==> config.mk <==
export PLATFORM = sky130hd
export DESIGN_NAME = nid_regs
export DESIGN_NICKNAME = d
export VERILOG_FILES = /design/src/hw/nid_pkg.sv /design/src/hw/nid_phy_req.sv /design/src/hw/nid_capture.sv /design/src/hw/nid_regs.sv
export VERILOG_INCLUDE_DIRS = /design/src /design/src/hw
export SDC_FILE = /design/constraint.sdc
export NUM_CORES = 1
export LEC_CHECK = 0
export CELL_PAD_IN_SITES_DETAIL_PLACEMENT = 1
export CELL_PAD_IN_SITES_GLOBAL_PLACEMENT = 1
export CORE_UTILIZATION = 45
export DETAILED_ROUTE_END_ITERATION = 10
export DONT_BUFFER_PORTS = 1
export PLACE_DENSITY = 0.7
export SLEW_MARGIN = 10
export SYNTH_ARGS = -nofsm -noshare
export SYNTH_HDL_FRONTEND = slang
export SYNTH_HIERARCHICAL = 1
export SYNTH_SLANG_ARGS = --single-unit
==> constraint.sdc <==
create_clock -name clk_sys_i -period 1.63 [get_ports clk_sys_i]
set_input_delay 0.0815 -clock clk_sys_i [delete_from_list [all_inputs] [get_ports clk_sys_i]]
set_output_delay 0.0815 -clock clk_sys_i [all_outputs]
set_load 0.02 [all_outputs]
==> src/hw/nid_map.svh <==
`ifndef NID_MAP_SVH
`define NID_MAP_SVH

`define NID_ADDR_W 8
`define NID_OFS_NODE_ID 8'he8
`define NID_OFS_PHY_ACC 8'hec

`define NID_BIT_VALID 31
`define NID_BIT_ROOT 30
`define NID_BIT_CPS 27
`define NID_BUS_HI 15
`define NID_BUS_LO 6
`define NID_NODE_HI 5
`define NID_NODE_LO 0
`define NID_BUS_RST 10'h3ff
`define NID_NODE_RST 6'h3f

`define NID_BIT_DONE 31
`define NID_RADDR_HI 27
`define NID_RADDR_LO 24
`define NID_RDATA_HI 23
`define NID_RDATA_LO 16
`define NID_BIT_RDREQ 15
`define NID_BIT_WRREQ 14
`define NID_TADDR_HI 11
`define NID_TADDR_LO 8
`define NID_WDATA_HI 7
`define NID_WDATA_LO 0

`endif

==> src/hw/nid_pkg.sv <==
package nid_pkg;

    typedef struct packed {
        logic        write;
        logic [3:0]  addr;
        logic [7:0]  data;
    } nid_phy_req_t;

    typedef struct packed {
        logic [3:0]  addr;
        logic [7:0]  data;
    } nid_phy_xfer_t;

    typedef struct packed {
        logic        valid;
        logic        root;
        logic        cable_power_ok;
        logic [5:0]  phy_assigned_node;
    } nid_self_id_t;

    typedef enum logic [2:0] {
        NID_IDLE = 3'h1,
        NID_SEND = 3'h2,
        NID_WAIT = 3'h4
    } nid_req_state_t;

endpackage

==> src/hw/nid_phy_req.sv <==
`include "nid_map.svh"

// Hands one PHY register request to the PHY request channel, then reports it sent
module nid_phy_req (
    input wire logic clk_sys_i,
    input wire logic arst_n_i,
    input wire logic start_i,
    input wire nid_pkg::nid_phy_req_t req_i,
    output nid_pkg::nid_phy_req_t req_o,
    output logic req_valid_o,
    input wire logic req_ready_i,
    output logic sent_o
);
    nid_pkg::nid_req_state_t state_q;
    nid_pkg::nid_req_state_t state_d;
    nid_pkg::nid_phy_req_t req_q;
    wire accept = (state_q == nid_pkg::NID_SEND) && req_ready_i;

    always_comb begin
        state_d = state_q;
        case (state_q)
            nid_pkg::NID_IDLE: if (start_i) state_d = nid_pkg::NID_SEND;
            nid_pkg::NID_SEND: if (req_ready_i) state_d = nid_pkg::NID_IDLE;
            default: state_d = nid_pkg::NID_IDLE;
        endcase
    end

    always_ff @(posedge clk_sys_i or negedge arst_n_i) begin
        if (!arst_n_i) begin
            state_q <= nid_pkg::NID_IDLE;
        end else begin
            state_q <= state_d;
        end
    end

    // Request fields frozen at start so software edits cannot tear them
    always_ff @(posedge clk_sys_i or negedge arst_n_i) begin
        if (!arst_n_i) begin
            req_q <= '0;
        end else if (start_i && state_q == nid_pkg::NID_IDLE) begin
            req_q <= req_i;
        end
    end

    assign req_o = req_q;
    assign req_valid_o = (state_q == nid_pkg::NID_SEND);
    assign sent_o = accept;
endmodule

==> src/hw/nid_capture.sv <==
`include "nid_map.svh"

// Latches a returned PHY register transfer as one word
module nid_capture (
    input wire logic clk_sys_i,
    input wire logic arst_n_i,
    input wire logic xfer_valid_i,
    input wire nid_pkg::nid_phy_xfer_t xfer_i,
    output nid_pkg::nid_phy_xfer_t xfer_o
);
    nid_pkg::nid_phy_xfer_t xfer_q;

    always_ff @(posedge clk_sys_i or negedge arst_n_i) begin
        if (!arst_n_i) begin
            xfer_q <= '0;
        end else if (xfer_valid_i) begin
            xfer_q <= xfer_i; // [RULE12] [RULE13] [RULE20]
        end
    end

    assign xfer_o = xfer_q;
endmodule

==> src/hw/nid_regs.sv <==
// Overview of operation
// [RULE1] Bus reset clears the node-identity-valid flag.
// [RULE2] Fresh node number from PHY sets the valid flag.
// [RULE3] Root bit set during bus reset when PHY reports root.
// [RULE4] Cable power bit follows PHY cable power report.
// [RULE5] Node-identity reserved bits read zero.
// [RULE6] Bus index is software writable and resets to all ones.
// [RULE7] Node identifier is bus index above node number, 16 bits.
// [RULE8] Node number loaded from PHY after self-id; not writable.
// [RULE9] Software must not run async transmit when node number is 63.
// [RULE10] Setting read or write request clears read-complete flag.
// [RULE11] Returned register transfer sets read-complete flag.
// [RULE12] Returned transfer address captured into bits 27 to 24.
// [RULE13] Returned register contents captured into bits 23 to 16.
// [RULE14] Read request bit set by software, cleared once sent.
// [RULE15] Write request bit set by software, cleared once sent.
// [RULE16] Software never sets both request bits together.
// [RULE17] Bits 11 to 8 hold the target PHY register address.
// [RULE18] Bits 7 to 0 hold write value, unused on reads.
// [RULE19] PHY access reserved bits read zero.
// [RULE20] Returned address, value and flag update in one cycle.
`include "nid_map.svh"

module nid_regs (
    input wire logic clk_sys_i,
    input wire logic arst_n_i,
    // Register port
    input wire logic [`NID_ADDR_W-1:0] reg_addr_i,
    input wire logic [31:0] reg_wdata_i,
    input wire logic reg_wr_i,
    input wire logic reg_rd_i,
    output logic [31:0] reg_rdata_o,
    // Link-side events
    input wire logic bus_reset_i,
    input wire nid_pkg::nid_self_id_t self_id_i,
    input wire logic cable_power_ok_i,
    // PHY request channel
    output nid_pkg::nid_phy_req_t phy_req_o,
    output logic phy_req_valid_o,
    input wire logic phy_req_ready_i,
    // PHY returned register transfer
    input wire logic phy_xfer_valid_i,
    input wire nid_pkg::nid_phy_xfer_t phy_xfer_i,
    // Derived state
    output logic [15:0] node_ident_o,
    output logic node_is_broadcast_o
);
    logic node_id_valid_q;
    logic root_q;
    logic cable_power_ok_q;
    logic [9:0] bus_index_q;
    logic [5:0] phy_assigned_node_q;
    logic phy_read_complete_q;
    logic phy_read_request_q;
    logic phy_write_request_q;
    logic [3:0] phy_target_addr_q;
    logic [7:0] phy_write_value_q;
    logic [31:0] rdata_q;
    nid_pkg::nid_phy_xfer_t returned;
    nid_pkg::nid_phy_req_t req_fields;
    logic req_sent;

    wire sel_node = (reg_addr_i == `NID_OFS_NODE_ID);
    wire sel_phy = (reg_addr_i == `NID_OFS_PHY_ACC);
    wire wr_node = reg_wr_i && sel_node;
    wire wr_phy = reg_wr_i && sel_phy;
    wire set_rd = wr_phy && reg_wdata_i[`NID_BIT_RDREQ];
    wire set_wr = wr_phy && reg_wdata_i[`NID_BIT_WRREQ];
    wire busy = phy_read_request_q || phy_write_request_q;
    // A new request is only launched when none is pending
    wire start = (set_rd || set_wr) && !busy;

    // One driver for the whole struct; both bits set is taken as a read
    assign req_fields = {set_wr && !set_rd, reg_wdata_i[`NID_TADDR_HI:`NID_TADDR_LO],
        reg_wdata_i[`NID_WDATA_HI:`NID_WDATA_LO]};

    nid_phy_req u_req (
        .clk_sys_i(clk_sys_i),
        .arst_n_i(arst_n_i),
        .start_i(start),
        .req_i(req_fields),
        .req_o(phy_req_o),
        .req_valid_o(phy_req_valid_o),
        .req_ready_i(phy_req_ready_i),
        .sent_o(req_sent)
    );

    nid_capture u_cap (
        .clk_sys_i(clk_sys_i),
        .arst_n_i(arst_n_i),
        .xfer_valid_i(phy_xfer_valid_i),
        .xfer_i(phy_xfer_i),
        .xfer_o(returned)
    );

    // Node identity: valid flag, reset wins only over a stale number
    always_ff @(posedge clk_sys_i or negedge arst_n_i) begin
        if (!arst_n_i) begin
            node_id_valid_q <= 1'b0;
        end else if (self_id_i.valid) begin
            node_id_valid_q <= 1'b1; // [RULE2]
        end else if (bus_reset_i) begin
            node_id_valid_q <= 1'b0; // [RULE1]
        end
    end

    always_ff @(posedge clk_sys_i or negedge arst_n_i) begin
        if (!arst_n_i) begin
            root_q <= 1'b0;
            phy_assigned_node_q <= `NID_NODE_RST;
        end else if (self_id_i.valid) begin
            root_q <= self_id_i.root; // [RULE3]
            phy_assigned_node_q <= self_id_i.phy_assigned_node; // [RULE8]
        end
    end

    always_ff @(posedge clk_sys_i or negedge arst_n_i) begin
        if (!arst_n_i) begin
            cable_power_ok_q <= 1'b0;
        end else begin
            cable_power_ok_q <= cable_power_ok_i; // [RULE4]
        end
    end

    always_ff @(posedge clk_sys_i or negedge arst_n_i) begin
        if (!arst_n_i) begin
            bus_index_q <= `NID_BUS_RST; // [RULE6]
        end else if (wr_node) begin
            bus_index_q <= reg_wdata_i[`NID_BUS_HI:`NID_BUS_LO]; // [RULE6]
        end
    end

    // Request bits: hardware clears once the PHY channel took the request
    always_ff @(posedge clk_sys_i or negedge arst_n_i) begin
        if (!arst_n_i) begin
            phy_read_request_q <= 1'b0;
            phy_write_request_q <= 1'b0;
        end else if (start) begin
            phy_read_request_q <= set_rd; // [RULE14]
            phy_write_request_q <= set_wr && !set_rd; // [RULE15] [RULE16]
        end else if (req_sent) begin
            phy_read_request_q <= 1'b0; // [RULE14]
            phy_write_request_q <= 1'b0; // [RULE15]
        end
    end

    always_ff @(posedge clk_sys_i or negedge arst_n_i) begin
        if (!arst_n_i) begin
            phy_target_addr_q <= '0;
            phy_write_value_q <= '0;
        end else if (wr_phy) begin
            phy_target_addr_q <= reg_wdata_i[`NID_TADDR_HI:`NID_TADDR_LO]; // [RULE17]
            phy_write_value_q <= reg_wdata_i[`NID_WDATA_HI:`NID_WDATA_LO]; // [RULE18]
        end
    end

    // Arrival beats the clear so a fast reply is never lost
    always_ff @(posedge clk_sys_i or negedge arst_n_i) begin
        if (!arst_n_i) begin
            phy_read_complete_q <= 1'b0;
        end else if (phy_xfer_valid_i) begin
            phy_read_complete_q <= 1'b1; // [RULE11] [RULE20]
        end else if (start) begin
            phy_read_complete_q <= 1'b0; // [RULE10]
        end
    end

    logic [31:0] node_word;
    logic [31:0] phy_word;

    always_comb begin
        node_word = '0; // [RULE5]
        node_word[`NID_BIT_VALID] = node_id_valid_q;
        node_word[`NID_BIT_ROOT] = root_q;
        node_word[`NID_BIT_CPS] = cable_power_ok_q;
        node_word[`NID_BUS_HI:`NID_BUS_LO] = bus_index_q;
        node_word[`NID_NODE_HI:`NID_NODE_LO] = phy_assigned_node_q;
    end

    always_comb begin
        phy_word = '0; // [RULE19]
        phy_word[`NID_BIT_DONE] = phy_read_complete_q;
        phy_word[`NID_RADDR_HI:`NID_RADDR_LO] = returned.addr; // [RULE12]
        phy_word[`NID_RDATA_HI:`NID_RDATA_LO] = returned.data; // [RULE13]
        phy_word[`NID_BIT_RDREQ] = phy_read_request_q;
        phy_word[`NID_BIT_WRREQ] = phy_write_request_q;
        phy_word[`NID_TADDR_HI:`NID_TADDR_LO] = phy_target_addr_q;
        phy_word[`NID_WDATA_HI:`NID_WDATA_LO] = phy_write_value_q;
    end

    // Unmapped offsets read as zero
    wire [31:0] rd_mux = sel_node ? node_word : (sel_phy ? phy_word : 32'h0000_0000);

    always_ff @(posedge clk_sys_i or negedge arst_n_i) begin
        if (!arst_n_i) begin
            rdata_q <= '0;
        end else if (reg_rd_i) begin
            rdata_q <= rd_mux;
        end else begin
            rdata_q <= '0;
        end
    end

    assign reg_rdata_o = rdata_q;
    assign node_ident_o = {bus_index_q, phy_assigned_node_q}; // [RULE7]
    // Lets the DMA side keep async transmit from running with node 63
    assign node_is_broadcast_o = (phy_assigned_node_q == `NID_NODE_RST); // [RULE9]
endmodule

# Yosys cells after proc, flatten, opt, wreduce, memory -nomap -nowiden
# Index checks and enable logic that the tools add are counted.
[totals]
in_bits = 69
regBits = 94
word_cells = 53
out_inout_bits = 63
[op_classes]
eq_ne = 7
n_reduce_logical = 16
mux = 13
[op_table]
columns = ["operator", "count"]
rows = [
  ["32-bit 2-to-1 mux", 3],
  ["8-bit == test, second input constant", 2],
  ["1-bit logical AND", 8],
  ["1-bit 2-to-1 mux", 7],
  ["6-bit == test, second input constant", 1],
  ["3-bit 2-to-1 mux", 2],
  ["3-bit one-hot mux with 2 select lines", 1],
  ["2-bit nonzero test", 3],
  ["2-bit by 1-bit inequality test with 1-bit output, second input constant", 2],
  ["3-bit by 1-bit == test with 1-bit output, second input constant", 1],
  ["3-bit by 2-bit == test with 1-bit output, second input constant", 1],
  ["1-bit zero test", 2],
  ["1-bit logical OR", 2],
  ["2-bit AND reduction", 1],
]

# Depth between registers and ports, before layout
# Gate-level depths: netlist of the first run.
[depth]
word_depth = 7
mapped_depth = 6
mapped_depth_nobuf = 5

# Modules after synthesis
# Netlist of the first run, hierarchy kept.
[modules_own_cells]
columns = ["mod", "cells_per_inst", "seq_area_each_um2", "area_each_um2", "instances"]
rows = [
  ["nid_regs", 163, 1621.6, 2501.1, 1],
  ["nid_phy_req", 35, 376.6, 613.1, 1],
  ["nid_capture", 25, 300.3, 484.2, 1],
]

# Worst setup path after synthesis of the first run
# No wires, ideal clock.
[synth_timing]
path_kind = "register to register"
from = "register phy_read_request_q"
to = "register u_req.req_q, in the netlist u_req/req_o[0]"
path_stages_with_launch = 7
t_arrival_ns = 1.580
required_time_ns = 1.505
path_buffers = 1
period_less_slack_ns = 1.705
setup_slack_ns = -0.075
setup_time_ns = 0.125
cell_sequence = "dfrtp_1 -> nor2_1 -> nand3b_1 -> nor4_1 -> nand3b_4 -> buf_6 -> mux2_4"
[synth_between]
elab_chain_len = 4
[synth_rtl]
columns = ["element", "line_no", "text"]
rows = [
  ["start: declaration", "nid_regs.sv:54", "logic phy_read_request_q;"],
  ["start signal: assignment", "nid_regs.sv:139", "phy_read_request_q <= set_rd;"],
  ["1-bit logical OR", "nid_regs.sv:69", "wire busy = phy_read_request_q || phy_write_request_q;"],
  ["1-bit zero test", "nid_regs.sv:71", "wire start = (set_rd || set_wr) && !busy;"],
  ["1-bit logical AND", "nid_regs.sv:71", ""],
  ["net start", "nid_regs.sv:71", ""],
  ["1-bit logical AND", "nid_phy_req.sv:40", "end else if (start_i && state_q == nid_pkg::NID_IDLE) begin"],
  ["end signal: assignment", "nid_phy_req.sv:41", "req_q <= req_i;"],
  ["end: declaration", "nid_phy_req.sv:16", "nid_pkg::nid_phy_req_t req_q;"],
]
# The timed path passes the listed nets, and every way through them passes these cells.
# A chain may end at the register's enable or synchronous reset.

# Worst setup path after layout of the first run
[layout_timing]
from = "register phy_read_request_q"
to = "register u_req.req_q, in the netlist u_req/req_o[9]"
# The elaborated chain is that of the path after synthesis.

==> results.ini, run 1 <==
[critical_path]
worst_path_largest_cell_delay_ns = 0.39
cp.arrival_ns = 1.81
r2r-end = u_req/req_o[9]
cp.depth = 6
path_class = reg -> reg
rrSetupSlack_ns = 0.06
cp_slowest_cell = dfrtp_1
critPathBufInv = 1
end_kind = flop
cp-start-kind = flop
crit_chain = nor2_2, nand3b_1, nor4_4, nand3b_4, buf_12, mux2_4
reg2reg_from = phy_read_request_q
crit_fanout = 15
cp.required_ns = 1.87
path_delay_family = simple AND/OR/NAND/NOR gates
r2r_cells = 6

[cts]
hold_buffers = 48
path_clk_slew_ns = 0.09
cts_max_level = 3
max-clock-path-buffers = 2
clk_root_buffer_cell = clkbuf_8
cts.sinks = 91
cts-buffers-inserted = 9
clock_latency_ns = 0.35
cts_tree = done

[finish]
final_util_pct = 57.53
final_nets = 352
area.growth.synth_to_final_pct = 23.54
fin_area_mm2 = 0.004446
stdcell_count = 390
antenna_cells = 0
final_layout_size_suffix_gt1_share_pct = 37.15

[global_routing]
grt_max_degree = 92
grt_pass1_vias = 2327
grt_pass1_wl_mm = 12.52
grt_util_all_layers_pct = 19.82
grt_overflow = 0
antenna_found_initial = 0

[synth]
ys.flop_type = dfrtp_1
synthTopCellsByCount = 74 x dfrtp_1, 29 x mux2_2, 25 x mux2_4
ys_seq_area_share_pct = 63.87
ys_warn_count = 6
synth.avg_cell_area_um2 = 16.14
yosysMostFrequentCell = dfrtp_1
async_reset_ff_share_pct = 100.0
yosysTopAreaCell = dfrtp_1
synthTopCellsByArea = dfrtp_1 51%, dfstp_2 12%, mux2_4 10%
synth_edf_count = 0
synth_top_cell_area_share_pct = 51.46
ys_ff_latch = 91
synth_cell_types = 33
synth.cell_area_mm2 = 0.003598
synth_cells = 223

[sta]
rsz0062_at_grt = true
fin_crit_sh_pct = 96.50
maxSlewViolCount = 0
setup_ws_ns = 0.05703
fmax_mhz = 635.7
whs_ns = -0.5917
timing.final.crit_period_ns = 1.573
hold_violations = 91
setup_violations = 0
fin_worst_skew_ns = 0.009363

[placed_design]
gp_congestion = 0.6705
placed_area_mm2 = 0.003761
pre_cts_slack_ns = 0.006946
portBuffers = 0
dp_hpwl_mm = 4.661
dp.cells = 326

[routing]
num_vias = 2030
drt-initial-drc-count = 39
firstDrtPassIters = 4
avgViaCountPerCell = 5.205
wl_per_cell_um = 19.11
wl_mm = 7.452
ant_nets = 0
drc = 0

[floorplan]
start_util_pct = 46.57
core_mm2 = 0.007727
dieHeight_um = 91.43
io_pins = 132
die_w_um = 91.43
die_area_mm2 = 0.008359
std_cell_rows = 32

[pwr]
power.leakage_nw = 2.113
powerDensity_mw_per_mm2 = 950.9
ir_worst_vdd_mv = 0.4452

[hold_path]
min_path_type = in -> async

[status]
status = complete, but fails checks
violations = negative hold slack

[job]
drv_cap = 0

==> what timing repair did <==
action / in CTS / in global routing
setup buffers: 0 / 0
setup endpoints to repair: 2 / 13
gates resized for setup: 1 / 1
hold endpoints to repair: 151 / 91
==> stage by stage <==
stage	TNS, ns	power (mW)
after floorplan	0	2.614
after global placement	0	2.630
after detailed placement	0	2.640
after CTS	0	4.277
after global routing	-0.1050	4.396
final	0	4.227
==> how the worst max path moves through the flow <==
stage                        from              endpoint
2_1_floorplan       reg_addr_i[1]  phy_target_addr_q[1]
3_3_place_gp   phy_read_request_q       u_req/req_o[11]
3_5_place_dp   phy_read_request_q        u_req/req_o[0]
4_1_cts        phy_read_request_q        u_req/req_o[0]
5_1_grt        phy_read_request_q        u_req/req_o[0]
6_report       phy_read_request_q        u_req/req_o[9]
==> layer usage <==
metal,vias up,global-route usage (%),wire [um]
li1,898,-,-
met1,1046,26.16,3295
met2,71,31.27,3597
met3,15,4.188,394
met4,0,9.259,164
met5,-,0,0
==> cells by family after synthesis <==
logic type,share of synthesized area (%)
flops,63.87
mux,19.51
simple gates,8.032
compound gates,5.076
buf+inv,3.407
other cells,0.1042
==> final cells by class <==
cell class,instances,area [um^2]
Tap cell,102,127.6
Clock buffer,10,127.6
Clock inverter,6,65.06
Multi-Input combinational cell,116,1216
Fill cell,728,3282
Sequential cell,91,2298
Timing Repair Buffer,59,588.1
Inverter,6,22.52
==> flip-flops by register name (all words and copies together), names as in the netlist <==
| name | cells |
|---|---|
| u_req/req_o | 13 |
| phy_read_request_q | 1 |
| phy_read_complete_q | 1 |
| u_req/state_q | 2 |
| phy_target_addr_q | 4 |
| reg_rdata_o | 30 |
| phy_write_value_q | 8 |
| phy_assigned_node_q | 6 |
| node_id_valid_q | 1 |
| bus_index_q | 10 |
| u_cap/xfer_o | 12 |
| phy_write_request_q | 1 |
| root_q | 1 |
| cable_power_ok_q | 1 |
==> power by group <==
group          internal [mW]  switching (mW)
Clock                  0.713           0.793
Sequential              2.36          0.0924
Combinational          0.187          0.0834
==> worst register-to-register path, stage by stage (launching register included) <==
cell and delay [ns]:
dfrtp_1 0.39, nor2_2 0.14, nand3b_1 0.13, nor4_4 0.21
nand3b_4 0.11, buf_12 0.17, mux2_4 0.31
==> cell usage in the layout, fill, tap and decap left out, drive strengths merged <==
master	Yosys	final
a21o	1	1
a22o	16	16
and2	15	15
buf	9	11
bufinv	0	1
clkbuf	2	10
clkinv	0	3
clkinvlp	0	1
conb	1	2
dfrtp	74	74
dfstp	17	17
dlygate4sd3	0	48
inv	6	7
mux2	54	54
nand2	5	5
nand2b	1	1
nand3b	3	3
nand4	1	1
nand4b	1	1
nor2	3	3
nor3b	1	1
nor4	4	4
o21a	1	1
o21ai	1	1
o22a	1	1
o22ai	2	2
or2	1	1
or4	3	3
Note: power is estimated with default switching activity, not from simulation.
==> run 2: changes to the inputs <==
--- a/config.mk
+++ b/config.mk
@@ -8,6 +8,7 @@
 export LEC_CHECK = 0
 export CELL_PAD_IN_SITES_DETAIL_PLACEMENT = 1
 export CELL_PAD_IN_SITES_GLOBAL_PLACEMENT = 1
+export CORE_MARGIN = 8
 export CORE_UTILIZATION = 45
 export DETAILED_ROUTE_END_ITERATION = 10
 export DONT_BUFFER_PORTS = 1
==> run 2 against run 1 <==
  * The flow still finishes with violations (negative hold slack)
  * Combinational power grew 5%
  * Cell area is 1.9% higher
  * Total power up 3.6%
  * Die area increased by 33%
  * Sequential power barely moved
  * Register-to-register slack is essentially flat
  * Maximum frequency decreased by 0.48%
  * First-iteration DRC count rose by 72%
  * Global-route usage decreased by 4.2 points
==> results.ini, run 2 (synthesis gave the netlist of run 1 again) <==
[cts]
cts_setup_buffers = 0  ; unchanged
cts.sinks = 91  ; unchanged
clk_root_buffer_cell = clkbuf_8
cts-buffers-inserted = 9  ; unchanged
hold_buffers = 51  ; +6.3%
cts_max_level = 3  ; unchanged
path_clk_slew_ns = 0.09  ; about the same
max-clock-path-buffers = 2  ; unchanged
clock_latency_ns = 0.35  ; about the same
cts_tree = done

[critical_path]
cp.arrival_ns = 1.81  ; about the same
cp-start-kind = flop
reg2reg_from = phy_read_request_q
crit_fanout = 11  ; -4
crit_path_start = phy_read_request_q
r2r_cells = 6  ; unchanged
r2r-end = u_req/req_o[1]
cp.required_ns = 1.86  ; about the same
end_kind = flop
rrSetupSlack_ns = 0.05  ; about the same
path_class = reg -> reg

[routing]
wl_per_cell_um = 21.43  ; +12%
num_vias = 2034  ; +0.20%
ant_nets = 0  ; unchanged
firstDrtPassIters = 4  ; unchanged
avgViaCountPerCell = 5.189  ; -0.31%
drt-initial-drc-count = 67  ; +72%
drc = 0  ; unchanged
wl_mm = 8.402  ; +13%

[sta]
fin_worst_skew_ns = 0.01001  ; +0.0006450 ns
fmax_mhz = 632.7  ; -0.48%
rsz0062_at_grt = true
fin_crit_sh_pct = 96.97  ; +0.47 points
setup_violations = 0  ; unchanged
hold_violations = 91  ; unchanged
whs_ns = -0.5816  ; +0.01009 ns
timing.final.crit_period_ns = 1.581  ; +0.007581 ns
maxSlewViolCount = 0  ; unchanged

[pwr]
switching_power_mw = 0.9612  ; -0.75%
power.leakage_nw = 2.143  ; +1.4%
powerDensity_mw_per_mm2 = 967.3  ; +1.7%
ir_worst_vdd_mv = 0.4404  ; -1.1%
p_int_mw = 3.419  ; +4.9%
clkPwrFrac_pct = 37.5  ; +1.9 points
finalPower_mw = 4.380  ; +3.6%
pwr-share-seq_pct = 56.0  ; -2.0 points
pwr-share-comb_pct = 6.5  ; about the same
swShare_pct = 21.95  ; -0.97 points

[global_routing]
grt_util_all_layers_pct = 15.66  ; -4.2 points
grt_max_degree = 92  ; unchanged
grt_pass1_wl_mm = 13.64  ; +9.0%
grt_overflow = 0  ; unchanged
grt_pass1_vias = 2378  ; +2.2%
antenna_found_initial = 0  ; unchanged

[status]
violations = negative hold slack
status = complete, but fails checks

[placed_design]
portBuffers = 0  ; unchanged
dp_hpwl_mm = 5.345  ; +15%
gp_congestion = 0.6890  ; +2.8%

[floorplan]
dieHeight_um = 105.4  ; +15%
core_mm2 = 0.007727  ; unchanged
die_w_um = 105.4  ; +15%
io_pins = 132  ; unchanged
std_cell_rows = 32  ; unchanged
start_util_pct = 46.57  ; unchanged
die_area_mm2 = 0.01111  ; +33%

[finish]
final_util_pct = 58.60  ; +1.1 points
fill_cells = 715  ; -1.8%
layout_commonest_cell = dfrtp_1
final_nets = 354  ; +0.57%
antenna_cells = 0  ; unchanged
final_layout_size_suffix_gt1_share_pct = 36.90  ; -0.26 points
largest_register_ffs = 30  ; unchanged
area.growth.synth_to_final_pct = 25.83
most-common-layout-cells = 74 x dfrtp_1, 51 x dlygate4sd3_1, 29 x mux2_2

[job]
drv_cap = 0  ; unchanged

[hold_path]
min_path_type = in -> async

## run 2: power groups by stage
| stage | logic [mW] | registers (mW) | clock network (mW) |
|---|---|---|---|
| detailed placement | 0.146 | 2.50 | 0 |
| finish | 0.283 | 2.45 | 1.64 |
| global placement | 0.141 | 2.49 | 0 |
| CTS | 0.280 | 2.45 | 1.70 |
| global route | 0.306 | 2.47 | 1.78 |
| floorplan | 0.139 | 2.48 | 0 |
## run 2: area by class of cell
class / count / area, um^2 / area share, %
inverter: 6 / 22.52 / 0.4974
timing repair buffer: 61 / 648.1 / 14.31
sequential: 91 / 2298 / 50.76
clock buffer: 9 / 123.9 / 2.736
multi-input combinational: 116 / 1216 / 26.86
clock inverter: 7 / 91.34 / 2.017
tap: 102 / 127.6 / 2.818
## run 2: worst max-delay path by stage
| stage | to | slack, ns | cells after the start |
|---|---|---|---|
| after floorplan | phy_target_addr_q[1] | 0.04 | 6 |
| after global placement | u_req/req_o[0] | 0.01 | 6 |
| after detailed placement | u_req/req_o[1] | 0.0008 | 6 |
| after CTS | u_req/req_o[1] | 0.02 | 6 |
| after global routing | u_req/req_o[0] | -0.03 | 6 |
| final | u_req/req_o[1] | 0.05 | 6 |
## run 2: layer usage
layer  track usage (%)  share of wire [%]  wire length, um
met1             19.53                 44             3655
met2             25.40                 49             4084
met3             4.324                6.5              546
met4             5.810                1.4              116
met5                 0                  0                0
## run 2: repair_timing
action                     CTS  global route
gates resized for setup      1             1
hold endpoints to repair   151            91
setup endpoints to repair    5            12
## run 2: metrics by stage
stage	setup slack [ns]	setup TNS [ns]	cells	hold WS [ns]	area [um^2]
finish	0.04945	0	392	-0.5816	4528
detailed placement	0.0008328	0	325	-0.2114	3791
floorplan	0.03915	0	224	-0.2141	3608
CTS	0.02442	0	392	-0.6016	4526
global route	-0.02597	-0.09941	392	-0.6089	4528
global placement	0.01160	0	325	-0.2112	3791
## run 2: worst max-delay path, stage by stage, from the launching register on
cell and delay [ns]:
dfrtp_1 0.40, nor2_2 0.14, nand3b_1 0.13, nor4_4 0.20
nand3b_4 0.13, buf_12 0.17, mux2_4 0.29
